==> src/hdl/psq_pkg.sv <==
// Purpose: Shared constants and types for the program sequencer.
// Assumes: One 20 MHz system clock; APB register access with 32-bit data.
// Notes: Register offsets are indices; byte address is four times the index.
package psq_pkg;

  localparam int PSQ_CLK_PERIOD_NS = 50;
  localparam int PSQ_PHASES = 4;
  localparam int PSQ_INSTR_CYCLE_NS = PSQ_PHASES * PSQ_CLK_PERIOD_NS;

  localparam int PSQ_PC_W = 14;
  localparam int PSQ_BRANCH_W = 13;
  localparam int PSQ_STACK_DEPTH = 16;
  localparam int PSQ_NUM_IRQ = 6;

  // Register indices
  localparam logic [7:0] REG_BANK_POINTER = 8'h04;
  localparam logic [7:0] REG_PC_LOW_BYTE = 8'h06;
  localparam logic [7:0] REG_TABLE_POINTER_LOW = 8'h07;
  localparam logic [7:0] REG_TABLE_HIGH_BYTE = 8'h08;
  localparam logic [7:0] REG_SEQ_STATUS = 8'h30;
  localparam logic [7:0] REG_PC_HIGH = 8'h31;

  localparam int BANK_SEL_BIT = 5;
  localparam logic [7:0] RST_BANK_POINTER = 8'h00;
  localparam logic [7:0] RST_TABLE_POINTER_LOW = 8'h00;
  localparam logic [7:0] RST_TABLE_HIGH_BYTE = 8'h00;
  localparam logic [13:0] VEC_RESET = 14'h0000;
  localparam logic [13:0] VEC_EXT_IRQ0 = 14'h0004;
  localparam logic [13:0] VEC_TIMER0 = 14'h0008;
  localparam logic [13:0] VEC_TIMER1 = 14'h000C;
  localparam logic [13:0] VEC_EXT_IRQ1 = 14'h0010;
  localparam logic [13:0] VEC_UART = 14'h0014;
  localparam logic [13:0] VEC_TIMER2 = 14'h0018;
  localparam logic [5:0] LAST_PAGE = 6'h3F;

  typedef enum logic [1:0] {
    ST_FETCH = 2'h0,
    ST_TABLE = 2'h1,
    ST_DUMMY = 2'h2
  } psq_state_e;

  typedef enum logic [2:0] {
    OP_NONE = 3'h0,
    OP_SKIP = 3'h1,
    OP_JUMP = 3'h2,
    OP_CALL = 3'h3,
    OP_RETURN_SUB = 3'h4,
    OP_RETURN_INT = 3'h5,
    OP_TABLE_CUR = 3'h6,
    OP_TABLE_LAST = 3'h7
  } psq_op_e;

  // Source order is also acknowledge priority, lowest index first
  function automatic logic [13:0] psq_vector(input int idx);
    case (idx)
      0: psq_vector = VEC_EXT_IRQ0;
      1: psq_vector = VEC_TIMER0;
      2: psq_vector = VEC_TIMER1;
      3: psq_vector = VEC_EXT_IRQ1;
      4: psq_vector = VEC_UART;
      5: psq_vector = VEC_TIMER2;
      default: psq_vector = VEC_RESET;
    endcase
  endfunction

endpackage

==> src/hdl/psq_stack_if.sv <==
// Purpose: Link between the sequencer and its return-address store.
// Assumes: One clock; read data is registered in the store.
// Notes: Write and read addresses are driven by the sequencer.
`timescale 1ns/1ps
interface psq_stack_if #(
  parameter int AW = 4,
  parameter int DW = 14
);
  logic wr_en;
  logic [AW-1:0] wr_addr;
  logic [DW-1:0] wr_data;
  logic [AW-1:0] rd_addr;
  logic [DW-1:0] rd_data;

  modport mem (input wr_en, input wr_addr, input wr_data, input rd_addr, output rd_data);
  modport ctl (output wr_en, output wr_addr, output wr_data, output rd_addr, input rd_data);
endinterface

==> src/hdl/psq_sequencer.sv <==
// Purpose: Program counter, fetch sequencer, stack and table read unit.
// Assumes: Program ROM answers within the instruction cycle; core ops are
//   held stable and sampled on the last phase of the cycle.
// Notes: Registers reached over APB; byte address is four times the index.
// Behaviour
// - Four phases per instruction cycle
// - Fetch overlaps execute; transfers take two cycles
// - Counter increments after each fetch
// - True skip discards next word, dummy cycle
// - Low byte write jumps within page
// - Reset clears counter to zero
// - External input 0 vectors to 004H
// - Timer 0 overflow vectors to 008H
// - Timer 1 overflow vectors to 00CH
// - External input 1 vectors to 010H
// - Serial port interrupt vectors to 014H
// - Timer 2 overflow vectors to 018H
// - Two 8K banks chosen by bit 5
// - Call/jump: 13 code bits plus bank bit
// - Return reloads all 14 bits from stack
// - Current-page table read, bytes to destinations
// - Last-page table read forces upper ones
// - Pointer read/write, high byte read-only
// - Table reads take two instruction cycles
// - Sixteen-level hidden stack, push and pop
// - Full stack holds interrupts; call overwrites oldest
`timescale 1ns/1ps
module psq_sequencer
  import psq_pkg::*;
#(
  parameter int ADDR_W = 12,
  parameter int STACK_DEPTH = PSQ_STACK_DEPTH,
  parameter int NUM_IRQ = PSQ_NUM_IRQ
) (
  input wire logic ref_clk,
  input wire logic nrst,
  // APB slave
  input wire logic psel,
  input wire logic penable,
  input wire logic pwrite,
  input wire logic [ADDR_W-1:0] paddr,
  input wire logic [31:0] pwdata,
  output logic [31:0] prdata,
  output logic pready,
  output logic pslverr,
  // Program ROM port
  output logic [PSQ_PC_W-1:0] rom_addr,
  output logic rom_rd,
  input wire logic [15:0] rom_data,
  // Execution unit
  output logic [3:0] phase_onehot,
  output logic [15:0] instr_word,
  output logic exec_valid,
  input wire logic op_valid,
  input wire logic [2:0] op_code,
  input wire logic skip_cond,
  input wire logic [PSQ_BRANCH_W-1:0] op_target,
  output logic [7:0] table_low_data,
  output logic table_low_we,
  // Interrupt sources, flags and enables kept outside
  input wire logic [NUM_IRQ-1:0] irq_req,
  input wire logic [NUM_IRQ-1:0] irq_en,
  output logic [NUM_IRQ-1:0] irq_ack
);
  localparam int SP_W = $clog2(STACK_DEPTH);
  localparam int CNT_W = $clog2(STACK_DEPTH + 1);
  localparam logic [CNT_W-1:0] STACK_FULL = CNT_W'(STACK_DEPTH);

  psq_state_e state;
  psq_state_e next_state;
  psq_op_e op;
  logic [1:0] phase;
  logic boundary;
  logic [PSQ_PC_W-1:0] pc;
  logic [PSQ_PC_W-1:0] next_pc;
  logic [PSQ_PC_W-1:0] next_rom_addr;
  logic [PSQ_PC_W-1:0] table_addr;
  logic [7:0] bank_pointer;
  logic [7:0] table_pointer_low;
  logic [7:0] table_high_byte;
  logic short_pend;
  logic [7:0] short_data;
  logic short_take;
  logic do_push;
  logic do_pop;
  logic [SP_W-1:0] sp;
  logic [CNT_W-1:0] depth;
  logic stack_full;
  logic [NUM_IRQ-1:0] irq_ready;
  logic [NUM_IRQ-1:0] irq_take;
  logic transfer;

  psq_stack_if #(.AW(SP_W), .DW(PSQ_PC_W)) stk ();

  psq_stack_mem #(.AW(SP_W), .DW(PSQ_PC_W)) u_stack (
    .ref_clk(ref_clk),
    .st(stk)
  );

  // ---------------- Phase generator ----------------
  always_ff @(posedge ref_clk or negedge nrst) begin
    if (!nrst) begin
      phase <= 2'h0;
    end else begin
      phase <= phase + 2'h1;
    end
  end

  assign boundary = (phase == 2'h3);
  assign rom_rd = (phase == 2'h0);

  always_comb begin
    phase_onehot = 4'h0;
    phase_onehot[phase] = 1'b1;
  end

  // ---------------- APB slave ----------------
  logic [7:0] reg_idx;
  logic addr_hit;
  logic [7:0] rd_mux;
  logic apb_wr;

  assign reg_idx = paddr[9:2];
  assign pready = 1'b1;

  always_comb begin
    addr_hit = (paddr[1:0] == 2'h0) && (paddr[ADDR_W-1:10] == '0);
    rd_mux = 8'h00;
    case (reg_idx)
      REG_BANK_POINTER: rd_mux = bank_pointer;
      REG_PC_LOW_BYTE: rd_mux = pc[7:0];
      REG_TABLE_POINTER_LOW: rd_mux = table_pointer_low;
      REG_TABLE_HIGH_BYTE: rd_mux = table_high_byte;
      REG_SEQ_STATUS: rd_mux = {short_pend, state, depth};
      REG_PC_HIGH: rd_mux = {2'h0, pc[13:8]};
      default: addr_hit = 1'b0;
    endcase
  end

  assign pslverr = psel && penable && !addr_hit;
  assign apb_wr = psel && penable && pwrite && addr_hit;

  always_ff @(posedge ref_clk or negedge nrst) begin
    if (!nrst) begin
      prdata <= 32'h0000_0000;
    end else if (psel && !penable) begin
      prdata <= {24'h00_0000, rd_mux};
    end
  end

  always_ff @(posedge ref_clk or negedge nrst) begin
    if (!nrst) begin
      bank_pointer <= RST_BANK_POINTER;
      table_pointer_low <= RST_TABLE_POINTER_LOW;
    end else if (apb_wr) begin
      if (reg_idx == REG_BANK_POINTER) begin
        bank_pointer <= pwdata[7:0];
      end
      if (reg_idx == REG_TABLE_POINTER_LOW) begin
        table_pointer_low <= pwdata[7:0];
      end
    end
  end

  // A write lands mid-cycle; the jump waits for the next boundary.
  // A new write in the consuming cycle stays pending for the next one.
  always_ff @(posedge ref_clk or negedge nrst) begin
    if (!nrst) begin
      short_pend <= 1'b0;
      short_data <= 8'h00;
    end else if (apb_wr && reg_idx == REG_PC_LOW_BYTE) begin
      short_pend <= 1'b1;
      short_data <= pwdata[7:0];
    end else if (short_take) begin
      short_pend <= 1'b0;
    end
  end

  // ---------------- Interrupt gating ----------------
  assign stack_full = (depth == STACK_FULL);

  genvar gi;
  generate
    for (gi = 0; gi < NUM_IRQ; gi++) begin : g_irq
      assign irq_ready[gi] = irq_req[gi] && irq_en[gi] && !stack_full;
    end
  endgenerate

  // ---------------- Sequencing ----------------
  assign op = psq_op_e'(op_code);
  assign exec_valid = (state == ST_FETCH);

  always_comb begin
    next_state = state;
    next_pc = pc;
    table_addr = {pc[13:8], table_pointer_low};
    do_push = 1'b0;
    do_pop = 1'b0;
    short_take = 1'b0;
    irq_take = '0;
    transfer = 1'b0;
    if (boundary) begin
      if (state == ST_TABLE) begin
        next_state = ST_FETCH;
      end else begin
        next_pc = pc + 14'h0001;
        next_state = ST_FETCH;
        if (exec_valid && op_valid) begin
          case (op)
            OP_SKIP: begin
              if (skip_cond) begin
                next_state = ST_DUMMY;
                transfer = 1'b1;
              end
            end
            OP_JUMP: begin
              next_pc = {bank_pointer[BANK_SEL_BIT], op_target};
              next_state = ST_DUMMY;
              transfer = 1'b1;
            end
            OP_CALL: begin
              do_push = 1'b1;
              next_pc = {bank_pointer[BANK_SEL_BIT], op_target};
              next_state = ST_DUMMY;
              transfer = 1'b1;
            end
            OP_RETURN_SUB, OP_RETURN_INT: begin
              do_pop = 1'b1;
              next_pc = stk.rd_data;
              next_state = ST_DUMMY;
              transfer = 1'b1;
            end
            OP_TABLE_CUR: begin
              next_state = ST_TABLE;
              transfer = 1'b1;
            end
            OP_TABLE_LAST: begin
              table_addr = {LAST_PAGE, table_pointer_low};
              next_state = ST_TABLE;
              transfer = 1'b1;
            end
            default: ;
          endcase
        end
        if (!transfer && short_pend) begin
          short_take = 1'b1;
          next_pc = {pc[13:8], short_data};
          next_state = ST_DUMMY;
        end else if (!transfer && (irq_ready != '0)) begin
          // Word fetched this cycle is dropped and refetched on return
          for (int i = NUM_IRQ - 1; i >= 0; i--) begin
            if (irq_ready[i]) begin
              irq_take = '0;
              irq_take[i] = 1'b1;
              next_pc = psq_vector(i);
            end
          end
          do_push = 1'b1;
          next_state = ST_DUMMY;
        end
      end
    end
  end

  // Table word and fetch share the one ROM port, never in the same cycle
  assign next_rom_addr = (next_state == ST_TABLE) ? table_addr : next_pc;

  always_ff @(posedge ref_clk or negedge nrst) begin
    if (!nrst) begin
      state <= ST_DUMMY;
      pc <= VEC_RESET;
      rom_addr <= VEC_RESET;
    end else if (boundary) begin
      state <= next_state;
      pc <= next_pc;
      rom_addr <= next_rom_addr;
    end
  end

  always_ff @(posedge ref_clk or negedge nrst) begin
    if (!nrst) begin
      instr_word <= 16'h0000;
    end else if (boundary && state != ST_TABLE) begin
      instr_word <= rom_data;
    end
  end

  always_ff @(posedge ref_clk or negedge nrst) begin
    if (!nrst) begin
      table_high_byte <= RST_TABLE_HIGH_BYTE;
      table_low_data <= 8'h00;
      table_low_we <= 1'b0;
    end else begin
      table_low_we <= 1'b0;
      if (boundary && state == ST_TABLE) begin
        table_high_byte <= rom_data[15:8];
        table_low_data <= rom_data[7:0];
        table_low_we <= 1'b1;
      end
    end
  end

  always_ff @(posedge ref_clk or negedge nrst) begin
    if (!nrst) begin
      irq_ack <= '0;
    end else begin
      irq_ack <= irq_take;
    end
  end

  // ---------------- Return stack ----------------
  // Circular store: a push when full overwrites the oldest entry.
  assign stk.wr_en = do_push;
  assign stk.wr_addr = sp;
  assign stk.wr_data = pc;
  assign stk.rd_addr = sp - SP_W'(1);

  always_ff @(posedge ref_clk or negedge nrst) begin
    if (!nrst) begin
      sp <= '0;
      depth <= '0;
    end else if (do_push) begin
      sp <= sp + SP_W'(1);
      if (!stack_full) begin
        depth <= depth + CNT_W'(1);
      end
    end else if (do_pop) begin
      sp <= sp - SP_W'(1);
      if (depth != '0) begin
        depth <= depth - CNT_W'(1);
      end
    end
  end

endmodule // psq_sequencer

==> src/hdl/psq_stack_mem.sv <==
// Purpose: Return-address store with registered read port.
// Assumes: Synchronous write, read data one clock after the address.
// Notes: Contents are not reset; the sequencer tracks valid depth.
`timescale 1ns/1ps
module psq_stack_mem #(
  parameter int AW = 4,
  parameter int DW = 14
) (
  input wire logic ref_clk,
  psq_stack_if.mem st
);
  logic [DW-1:0] mem [2**AW];

  always_ff @(posedge ref_clk) begin
    if (st.wr_en) begin
      mem[st.wr_addr] <= st.wr_data;
    end
  end

  always_ff @(posedge ref_clk) begin
    st.rd_data <= mem[st.rd_addr];
  end
endmodule // psq_stack_mem

==> config.mk <==
export PLATFORM = sky130hd
export DESIGN_NAME = psq_sequencer
export DESIGN_NICKNAME = d
export VERILOG_FILES = /design/src/hdl/psq_pkg.sv /design/src/hdl/psq_stack_if.sv /design/src/hdl/psq_sequencer.sv /design/src/hdl/psq_stack_mem.sv
export SDC_FILE = /design/constraint.sdc
export NUM_CORES = 1
export LEC_CHECK = 0
export BUFFER_PORTS_ARGS = -buffer_cell sky130_fd_sc_hd__buf_4
export CORE_ASPECT_RATIO = 0.75
export CORE_MARGIN = 4
export CORE_UTILIZATION = 40
export CTS_CLUSTER_SIZE = 20
export DETAILED_ROUTE_END_ITERATION = 10
export PLACE_DENSITY = 0.68
export SLEW_MARGIN = 20
export SYNTH_ARGS = -nofsm -noshare
export SYNTH_HDL_FRONTEND = slang
export SYNTH_HIERARCHICAL = 1
export SYNTH_SLANG_ARGS = --single-unit
==> constraint.sdc <==
create_clock -name ref_clk -period 3.32 [get_ports ref_clk]
set_clock_uncertainty 0.1 [all_clocks]
set_input_delay 0.332 -clock ref_clk [delete_from_list [all_inputs] [get_ports ref_clk]]
set_output_delay 0.332 -clock ref_clk [all_outputs]
set_load 0.02 [all_outputs]
==> impl_metrics.json, run 1 <==
{
  "status": "finished clean",
  "drtIter0Drc": 932,
  "die_y_um": 176,
  "cp_max_fo": 16,
  "fmax_mhz": 315,
  "multi_input_comb_area_sq_um": 4880,
  "synth-main-ff-cell": "edfxtp_1",
  "num_vias": 9687,
  "syn-mean-instance-area_sq_um": 15.4,
  "crit_end": "depth[4]$_DFFE_PN0P_",
  "n_fill_cell": 3094,
  "critPathKind": "primary input to register",
  "antenna_found_initial": 0,
  "globalplace.congestion": 0.977,
  "wl_um": 38400,
  "initial_core_util_pct": 40.6,
  "dp_slack_ps": 243,
  "htreeDepth": 1,
  "irDropWorstVdd_mv": 0.522,
  "cts_made_buffers": 31,
  "postRouteAntennaNets": 0,
  "reg2reg_to": "u_stack/mem[0][6]$_DFFE_PP_",
  "cellLeakagePower_nw": 6.88,
  "yosysWarnings": 6,
  "fin_crit_ps": 3170,
  "grt_pass1_wl_um": 58300,
  "die_w_um": 232,
  "hold_path.class": "primary input to register",
  "clock_sinks": 351,
  "fin_ws_ps": 146,
  "finalCritPeriodShare_pct": 95.6,
  "synth.mux.area_fraction_pct": 13.2,
  "ys_seq_area_share_pct": 65.4,
  "setup_viol": 0,
  "endpoint_kind": "register",
  "ys_types": 78,
  "rr_worst_depth": 10,
  "dr.pass1.iters": 8,
  "slew-limit-headroom_pct": 31.6,
  "async_reset_ff_share_pct": 32.2,
  "synth_fa_ha_area_share_pct": 1.30,
  "finalHoldViolCount": 0,
  "p_per_area_nw_per_um2": 706,
  "core-area_sq_um": 37100,
  "synth_top_family_by_area": "multiplexers",
  "grt_usage_pct": 18.5,
  "synth_compound_area_share_pct": 9.19,
  "die-area_sq_um": 40800,
  "drive_above_1_share_pct": 31.8,
  "maxCapViolCount": 0,
  "synthTopCellsByArea": "edfxtp_1 45%, dfrtp_1 19%, mux4_2 8.4%, mux2_2 4.9%, a22oi_1 2.4%",
  "tightest_slew_ps": 1030,
  "cp-start-kind": "primary input",
  "path_clk_slew_ps": 60,
  "seqCellArea_sq_um": 9840,
  "grt_start_max_net_pins": 58,
  "cts_max_path_buffers": 3,
  "synth-edff-count": 224,
  "r2r_start": "phase[0]$_DFF_PN0_",
  "ys_seq_elements": 351,
  "clock-root-buffer": "clkbuf_16",
  "cts_setup_buffers": 0,
  "synth.cell_area_sq_um": 15000,
  "grt_pass1_vias": 9703,
  "syn_to_final_growth_pct": 21.3,
  "fin_setup_tns_ps": 0,
  "arrival_ps": 3530,
  "yosys.area_share.simple_pct": 7.15,
  "synthXorXnorAreaFrac_pct": 0.698,
  "maxSlewViolCount": 0,
  "drc": 0,
  "num_rows": 61,
  "grt_overflow": 0,
  "required_ps": 3680,
  "hpwlAfterDp_um": 26800,
  "syn_inst": 978,
  "final_util_pct": 49.2,
  "startpoint": "irq_req[0]",
  "hp-start": "penable",
  "yosysTopAreaCell": "edfxtp_1",
  "r2r_slack_ps": 250,
  "nNetsFinal": 1300,
  "rsz0062_at_grt": "false",
  "portBuffers": 130,
  "cts_tree": "yes",
  "min_path_cells": 3,
  "vias_per_cell": 5.63,
  "io_pins": 180,
  "wl_per_cell_um": 22.3,
  "synth_top_area_share_pct": 44.7,
  "clk_latency_ps": 580
}
## registers in the layout (all words and copies together), names as in the netlist, 4 cells and up
name / count
u_stack/mem: 224
instr_word: 16
pc: 14
rom_addr: 14
u_stack/st.rd_data: 14
bank_pointer: 8
prdata: 8
short_data: 8
table_high_byte: 8
table_low_data: 8
table_pointer_low: 8
irq_ack: 6
depth: 5
sp: 4
## where the power goes
part / leakage (nW) / internal, mW / switching [mW]
registers: 3.55 / 5.07 / 0.332
clock network: 0.505 / 2.01 / 1.59
logic: 2.82 / 1.74 / 2.15
total: 6.88 / 8.82 / 4.07
## layout by cell type, fill, tap and decap left out, types with 32 or more instances in the layout
cell / n
mux4_2: 56
nand2_1: 51
o21ai_0: 32
dfrtp_1: 112
a22oi_1: 49
mux2_2: 65
nor2_1: 50
dlygate4sd3_1: 38
edfxtp_1: 224
buf_4: 184
## per-stage QoR
step	area, sq um	hold slack [ps]	cells	total power [mW]
2_1_floorplan	15200	-63.6	1001	8.03
6_report	18200	47.7	1720	12.9
3_3_place_gp	16800	299	1623	9.27
5_1_grt	18200	65.4	1719	13.5
4_1_cts	18200	136	1719	13.0
3_5_place_dp	16800	302	1623	9.33
## cell usage after synthesis, types with 3 or more instances
cell        n
o21ai_0    32
xor2_1      6
xnor2_1     6
buf_6       4
o22ai_1     8
and4_1      3
clkbuf_1   28
nand3_1    21
o31ai_1     3
ha_1       14
nand4_1     5
nor2b_1     6
a221oi_1   12
a21oi_1    25
dfxtp_1    14
dfrtp_1   112
a21o_1      4
mux4_2     56
nand2_1    51
o211ai_1    7
nor2_1     50
nand2b_1    8
a221o_1     3
buf_1       3
mux2_2     65
edfxtp_1  224
buf_2       7
a22oi_1    49
a222oi_1    7
buf_4      27
a211oi_1    8
and3_1      8
a31oi_1    16
inv_1      13
and2_1      7
nor3_1     16
## logic make-up (layout without fill, tap and decap cells)
group / Yosys count / count (layout)
mux: 121 / 121
simple gates: 199 / 199
flops: 351 / 351
fa+ha+maj: 15 / 15
buf+inv: 83 / 297
xor+xnor: 12 / 12
other cells: 2 / 26
compound gates: 195 / 195
## metal layers
layer | GRT usage [%] | share of wire [%]
met4 | 3.01 | 1.4
met3 | 6.16 | 10
met1 | 28.3 | 45
met5 | 0 | 0
met2 | 26.1 | 43
## critical path: stages
cell and delay, ps:
dlygate4sd3_1 550, buf_4 150, a222oi_1 560, a2111oi_2 150, buf_4 190, a31oi_4 350
buf_4 270, ha_1 280, a21oi_1 280, a31oi_1 130, a211o_1 300
## repair_timing
| item | in CTS | in global routing |
|---|---|---|
| gates resized for setup | 0 | 0 |
| setup endpoints to repair | 0 | 0 |
| hold buffers | 38 | 0 |
| hold endpoints to repair | 107 | 0 |
## cell type report
class / instances / share of cell area [%]
clock buffers: 40 / 4.77
diodes: 1 / 0.0137
clock inverters: 18 / 0.864
repair buffers: 225 / 9.98
multi-input cells: 567 / 26.7
flip-flops and latches: 351 / 53.9
inverters: 14 / 0.295
well taps: 504 / 3.46
## how the worst min path moves through the flow
| stage | endpoint | slack [ps] |
|---|---|---|
| floorplan | bank_pointer[0]$_DFFE_PN0P_ | -60 |
| global placement | instr_word[3]$_DFFE_PN0P_ | 300 |
| detailed placement | instr_word[3]$_DFFE_PN0P_ | 300 |
| CTS | state[1]$_DFFE_PN1P_ | 140 |
| global route | prdata[5]$_DFFE_PN0P_ | 70 |
| finish | prdata[6]$_DFFE_PN0P_ | 50 |
Power figures use the tool's default switching activity.
==> run 2: changes to the inputs <==
- GPL_TIMING_DRIVEN: default -> 0
- PLACE_DENSITY: 0.68 -> default
==> run 2 against run 1 <==
The flow now finishes with violations (setup timing). Maximum frequency fell by 4.5%. Cell count rose by 1.0%. Register-to-register slack got worse by 250 ps. Critical path depth did not move. Combinational power rose by 4%. Total power rose by 4.1%. Design area rose by 1.1%. Core utilization rose by 0.56 points. Sequential power rose by 3%. Worst hold slack got worse by 20 ps.
==> impl_metrics.json, run 2 (same netlist as run 1, synthesis figures left out) <==
{
  "status": "complete, but fails checks",
  "violations": "setup timing",
  "p_per_area_nw_per_um2": 727,
  "die_w_um": 232,
  "wl_per_cell_um": 23.6,
  "num_rows": 61,
  "cts_tree": "yes",
  "rsz0062_at_grt": "true",
  "hold_ws_ps": 27.6,
  "fmax_mhz": 301,
  "top_regs": "u_stack/mem x224, instr_word x16",
  "antenna_cells": 0,
  "grt_overflow": 0,
  "crit_path_max_incr_delay_ps": 460,
  "critPathTopFamily": "compound AO/OA/AOI/OAI gates",
  "required_ps": 3630,
  "nNetsFinal": 1320,
  "r2r_slack_ps": -3,
  "maxSlewViolCount": 0,
  "htreeDepth": 2,
  "fin_ws_ps": -3.11,
  "place_inst": 1635,
  "dr.pass1.iters": 6,
  "cp_max_fo": 13,
  "setup_viol": 1,
  "core-area_sq_um": 37100,
  "cts_max_path_buffers": 3,
  "hpwlAfterDp_um": 28100,
  "grt_pass1_vias": 9630,
  "clock_sinks": 351,
  "portBuffers": 129,
  "irDropWorstVdd_mv": 0.360,
  "regMostFlops": "u_stack/mem",
  "cp-start-kind": "register",
  "cellLeakagePower_nw": 6.90,
  "finalHoldViolCount": 0,
  "vias_per_cell": 5.58,
  "path_buf_inv": 3,
  "instances_no_fill": 1738,
  "postRouteAntennaNets": 0,
  "grt_start_max_net_pins": 64,
  "grt_usage_pct": 20.0,
  "globalplace.congestion": 0.902,
  "die_y_um": 176,
  "arrival_ps": 3630,
  "cts_made_buffers": 35,
  "maxCapViolCount": 0,
  "clk_latency_ps": 530,
  "endpoint_kind": "register",
  "fin_crit_ps": 3320,
  "grt_pass1_wl_um": 61600,
  "finalCritPeriodShare_pct": 100,
  "largest_reg_flops": 224,
  "cp_slowest_cell": "or3b_2",
  "antenna_found_initial": 0,
  "hold_path.class": "primary input to register",
  "tightest_slew_ps": 1070,
  "path_clk_slew_ps": 60,
  "slew-limit-headroom_pct": 28.8,
  "drive_above_1_share_pct": 31.4,
  "final_common_cell": "edfxtp_1",
  "io_pins": 180,
  "drtIter0Drc": 1038,
  "num_vias": 9702,
  "die-area_sq_um": 40800,
  "path_cells": "buf_4, or3b_2, a21o_1, buf_2, a31oi_4, buf_4, ha_1, a21o_1, a21oi_2, a31oi_1, a211o_1",
  "dp_slack_ps": -717,
  "final_cell_mix": "224 x edfxtp_1, 162 x buf_4, 111 x dfrtp_1",
  "critPathKind": "register to register",
  "syn_to_final_growth_pct": 22.7,
  "clock-root-buffer": "clkbuf_16",
  "initial_core_util_pct": 40.6,
  "drc": 0,
  "wl_um": 41000,
  "total_power_mw": 13.4
}
run 2: power by group:
group          total (mW)  switching, mW  internal (mW)
Sequential           5.58          0.500           5.07
Clock                3.80           1.61           2.19
Combinational        4.04           2.30           1.74
Total                13.4           4.41           9.00
run 2: metrics by stage:
step / TNS [ps] / utilization, % / cell area (sq um)
6_report: -3.11 / 49.8 / 18500
5_1_grt: -8800 / 49.8 / 18500
4_1_cts: -266 / 49.6 / 18400
3_5_place_dp: -115710 / 45.4 / 16800
3_3_place_gp: -191010 / 45.2 / 16800
2_1_floorplan: 0 / - / 15200
run 2: final cells by class:
type | instances | area, sq um
Buffer | 67 | 397
Clock buffer | 54 | 1020
Clock inverter | 7 | 60.1
Fill cell | 3154 | 18600
Inverter | 14 | 55.1
Multi-Input combinational cell | 567 | 4960
Sequential cell | 351 | 9840
Tap cell | 504 | 631
Timing Repair Buffer | 174 | 1500
run 2: what timing repair did:
item | in CTS | in global routing
setup buffers | 8 | 5
hold buffers | 31 | 0
pin swaps | 7 | 4
endpoints found under the setup margin | 233 | 176
resized for setup | 12 | 1
endpoints found under the hold margin | 108 | 0
run 2: worst register-to-register path, delay by kind of cell, from the launching register on:
| kind | cells | cell delay, ps |
|---|---|---|
| flops | 1 | 390 |
| simple gates | 1 | 460 |
| buf+inv | 3 | 650 |
| fa+ha+maj | 1 | 290 |
| compound gates | 6 | 1310 |
run 2: worst paths after layout:
path | from | to | cells after the start
min in group asynchronous | nrst | irq_ack[3]$_DFF_PN0_ | 2
max | state[1]$_DFFE_PN1P_ | depth[4]$_DFFE_PN0P_ | 11
min reg2reg | instr_word[13]$_DFFE_PN0P_ | instr_word[13]$_DFFE_PN0P_ | 1
min | irq_en[3] | irq_ack[3]$_DFF_PN0_ | 3
max reg2reg | state[1]$_DFFE_PN1P_ | depth[4]$_DFFE_PN0P_ | 11
max in group asynchronous | nrst | table_pointer_low[0]$_DFFE_PN0P_ | 3
run 2: metal layers:
metal  share of wire (%)  global-route usage [%]  vias to the layer above
met5                   0                       0                        -
met4                 1.3                    3.68                        0
met3                 9.5                    6.34                       37
met2                  42                    27.5                      373
met1                  47                    31.5                     5002
li1                    -                       -                     4290
==> run 3: changes to the inputs <==
- ABC_AREA: default -> 1
==> run 3 against run 2 <==
The flow still finishes with violations (setup timing). Largest power group is now combinational logic. Sequential share of layout area decreased by 4.1 points. Non-clock buffer count increased by 4. Via count up 40%. Global-route usage increased by 3.4 points. Total power grew 14%. First-iteration DRC count rose by 57%. Area after synthesis grew 11%. Clock-buffer cell count is 3 lower. Clock power increased by 9.5%. Highest routed layer unchanged.
==> impl_metrics.json, run 3 <==
{
  "synth_top_area_share_pct": 40.2,
  "ys_types": 54,
  "cts_setup_buffers": 0,
  "finalCritPeriodShare_pct": 102,
  "top_regs": "u_stack/mem x224, instr_word x16",
  "initial_core_util_pct": 40.8,
  "stdcell_area_sq_um": 20000,
  "cts_tree": "yes",
  "reg2reg_to": "u_stack/mem[9][5]$_DFFE_PP_",
  "core-area_sq_um": 41000,
  "drc": 0,
  "yosysMostFrequentCell": "nand2_1",
  "path_cells": "nor2_4, nand2_4, clkinv_4, nand2_8, nand3_2, nand2_1, nand2_2, inv_1, nand3b_1, nor2_2",
  "instances_no_fill": 2620,
  "die-area_sq_um": 45200,
  "hold_ws_ps": 40.5,
  "htreeDepth": 2,
  "grt_pass1_wl_um": 80000,
  "grt_usage_pct": 23.4,
  "violations": "setup timing",
  "maxCapViolCount": 0,
  "antenna_found_initial": 0,
  "required_ps": 3390,
  "clock_sinks": 351,
  "p_int_mw": 9.09,
  "die_y_um": 185,
  "wl_per_cell_um": 20.5,
  "clk_latency_ps": 550,
  "cp_slowest_cell": "nor2_2",
  "min_to": "bank_pointer[6]$_DFFE_PN0P_",
  "globalplace.congestion": 0.990,
  "critPathKind": "register to register",
  "synth-main-ff-cell": "edfxtp_1",
  "clock-root-buffer": "clkbuf_16",
  "final_util_pct": 48.8,
  "grt_overflow": 0,
  "yosysWarnings": 6,
  "multi_input_comb_area_sq_um": 5350,
  "crit_path_max_incr_delay_ps": 780,
  "async_reset_ff_share_pct": 32.2,
  "regMostFlops": "u_stack/mem",
  "clock_power_share_pct": 27.1,
  "fmax_mhz": 294,
  "final_cell_mix": "571 x nand2_1, 269 x inv_1, 234 x nand3_1",
  "dr.pass1.iters": 7,
  "nNetsFinal": 2144,
  "yosysTopAreaCell": "edfxtp_1",
  "path_clk_slew_ps": 60,
  "grt_start_max_net_pins": 76,
  "syn-mean-instance-area_sq_um": 9.18,
  "fin_crit_ps": 3400,
  "maxSlewViolCount": 0,
  "endpoint_kind": "register",
  "cp-start-kind": "register",
  "synth-edff-count": 224,
  "p_sw_share_pct": 40.8,
  "vias_per_cell": 5.19,
  "tightest_slew_ps": 1140,
  "cts_max_path_buffers": 3,
  "total_power_mw": 15.3,
  "seq_power_share_pct": 35.0,
  "final_common_cell": "nand2_1",
  "min_path_cells": 3,
  "status": "complete, but fails checks",
  "hold_path.class": "primary input to register",
  "slew-limit-headroom_pct": 24.0,
  "wl_um": 53600,
  "finalHoldViolCount": 0,
  "hpwlAfterDp_um": 39000,
  "drtIter0Drc": 1630,
  "synth.cell_area_sq_um": 16700,
  "rr_worst_depth": 10,
  "num_vias": 13600,
  "num_rows": 64,
  "postRouteAntennaNets": 0,
  "rsz0062_at_grt": "true",
  "cts_made_buffers": 37,
  "arrival_ps": 3470,
  "seqCellArea_sq_um": 9840,
  "n_fill_cell": 3848,
  "syn_inst": 1820,
  "drive_above_1_share_pct": 16.3,
  "io_pins": 180,
  "comb_power_share_pct": 37.9,
  "irDropWorstVdd_mv": 0.439,
  "r2r_slack_ps": -80,
  "cp_max_fo": 14,
  "hp-start": "pwdata[6]",
  "placed_area_sq_um": 18600,
  "r2r_start": "state[1]$_DFFE_PN1P_",
  "setup_viol": 69,
  "fin_setup_tns_ps": -3330,
  "synthTopCellsByArea": "edfxtp_1 40%, dfrtp_1 17%, nand2_1 13%, nand3_1 7.0%, inv_1 6.0%",
  "antenna_cells": 0,
  "place_inst": 2539,
  "die_w_um": 244,
  "synth_commonest_cells": "571 x nand2_1, 269 x inv_1, 234 x nand3_1",
  "syn_to_final_growth_pct": 19.7,
  "cellLeakagePower_nw": 9.38,
  "ys_seq_elements": 351,
  "fin_ws_ps": -79.0,
  "portBuffers": 130,
  "dp_slack_ps": -198,
  "p_sw_mw": 6.25,
  "largest_reg_flops": 224,
  "p_per_area_nw_per_um2": 766,
  "ys_seq_area_share_pct": 58.8,
  "grt_pass1_vias": 12800
}
==> run 3: cell count changes after synthesis, moves of 46 or more <==
cell	previous run	this run
nand2_1	51	571
a22oi_1	49	1
mux2_2	65	0
inv_1	13	269
o21ai_1	1	47
nand3_1	21	234
mux4_2	56	0
==> run 3: kinds of logic (layout without fill, tap and decap cells) <==
logic type / Yosys count / after routing / synth area share [%]
flops: 351 / 351 / 58.8
buf+inv: 381 / 597 / 10.1
compound gates: 145 / 145 / 5.18
simple gates: 916 / 916 / 24.1
other cells: 2 / 25 / 0.0449
xor+xnor: 10 / 10 / 0.524
fa+ha+maj: 15 / 15 / 1.17
==> run 3: timing repair <==
action | 4_1_cts | 5_1_grt
hold endpoints to repair | 70 | 0
resized for setup | 4 | 4
endpoints found under the setup margin | 176 | 156
hold buffers | 17 | 0
==> run 3: worst max-delay path by stage <==
stage	endpoint	startpoint	slack, ps
global route	u_stack/mem[4][5]$_DFFE_PP_	depth[0]$_DFFE_PN0P_	-230
global placement	u_stack/mem[0][1]$_DFFE_PP_	phase[0]$_DFF_PN0_	-610
detailed placement	u_stack/mem[8][10]$_DFFE_PP_	phase[0]$_DFF_PN0_	-200
CTS	u_stack/mem[14][3]$_DFFE_PP_	state[1]$_DFFE_PN1P_	20
finish	u_stack/mem[9][5]$_DFFE_PP_	state[1]$_DFFE_PN1P_	-80
floorplan	u_stack/mem[12][0]$_DFFE_PP_	phase[0]$_DFF_PN0_	400
==> run 3: power by group through the flow <==
stage	clock network (mW)	logic, mW	registers (mW)
floorplan	0	3.33	5.33
global placement	0	5.50	5.44
detailed placement	0	5.53	5.45
CTS	4.24	5.58	5.37
global route	4.41	6.18	5.40
finish	4.16	5.81	5.37
==> run 3: critical path, delay by kind of cell (launching register included) <==
| family | cells | cell delay (ps) |
|---|---|---|
| buffers and inverters | 2 | 300 |
| and+or+nand+nor | 8 | 2010 |
| DFF | 1 | 590 |
==> run 3: metal layers <==
metal	vias to the layer above	global-route usage, %	share of wire [%]
met3	57	7.00	12
met2	619	31.2	39
met5	-	0	0
met4	0	4.34	1.7
li1	6271	-	-
met1	6646	37.4	47
==> run 3: layout make-up <==
class / count / area share (%)
Clock inverter: 13 / 0.819
Multi-Input combinational cell: 1111 / 26.7
Clock buffer: 51 / 5.19
Sequential cell: 351 / 49.2
Timing Repair Buffer: 152 / 6.13
Inverter: 288 / 5.44
Buffer: 93 / 3.03
Tap cell: 561 / 3.51
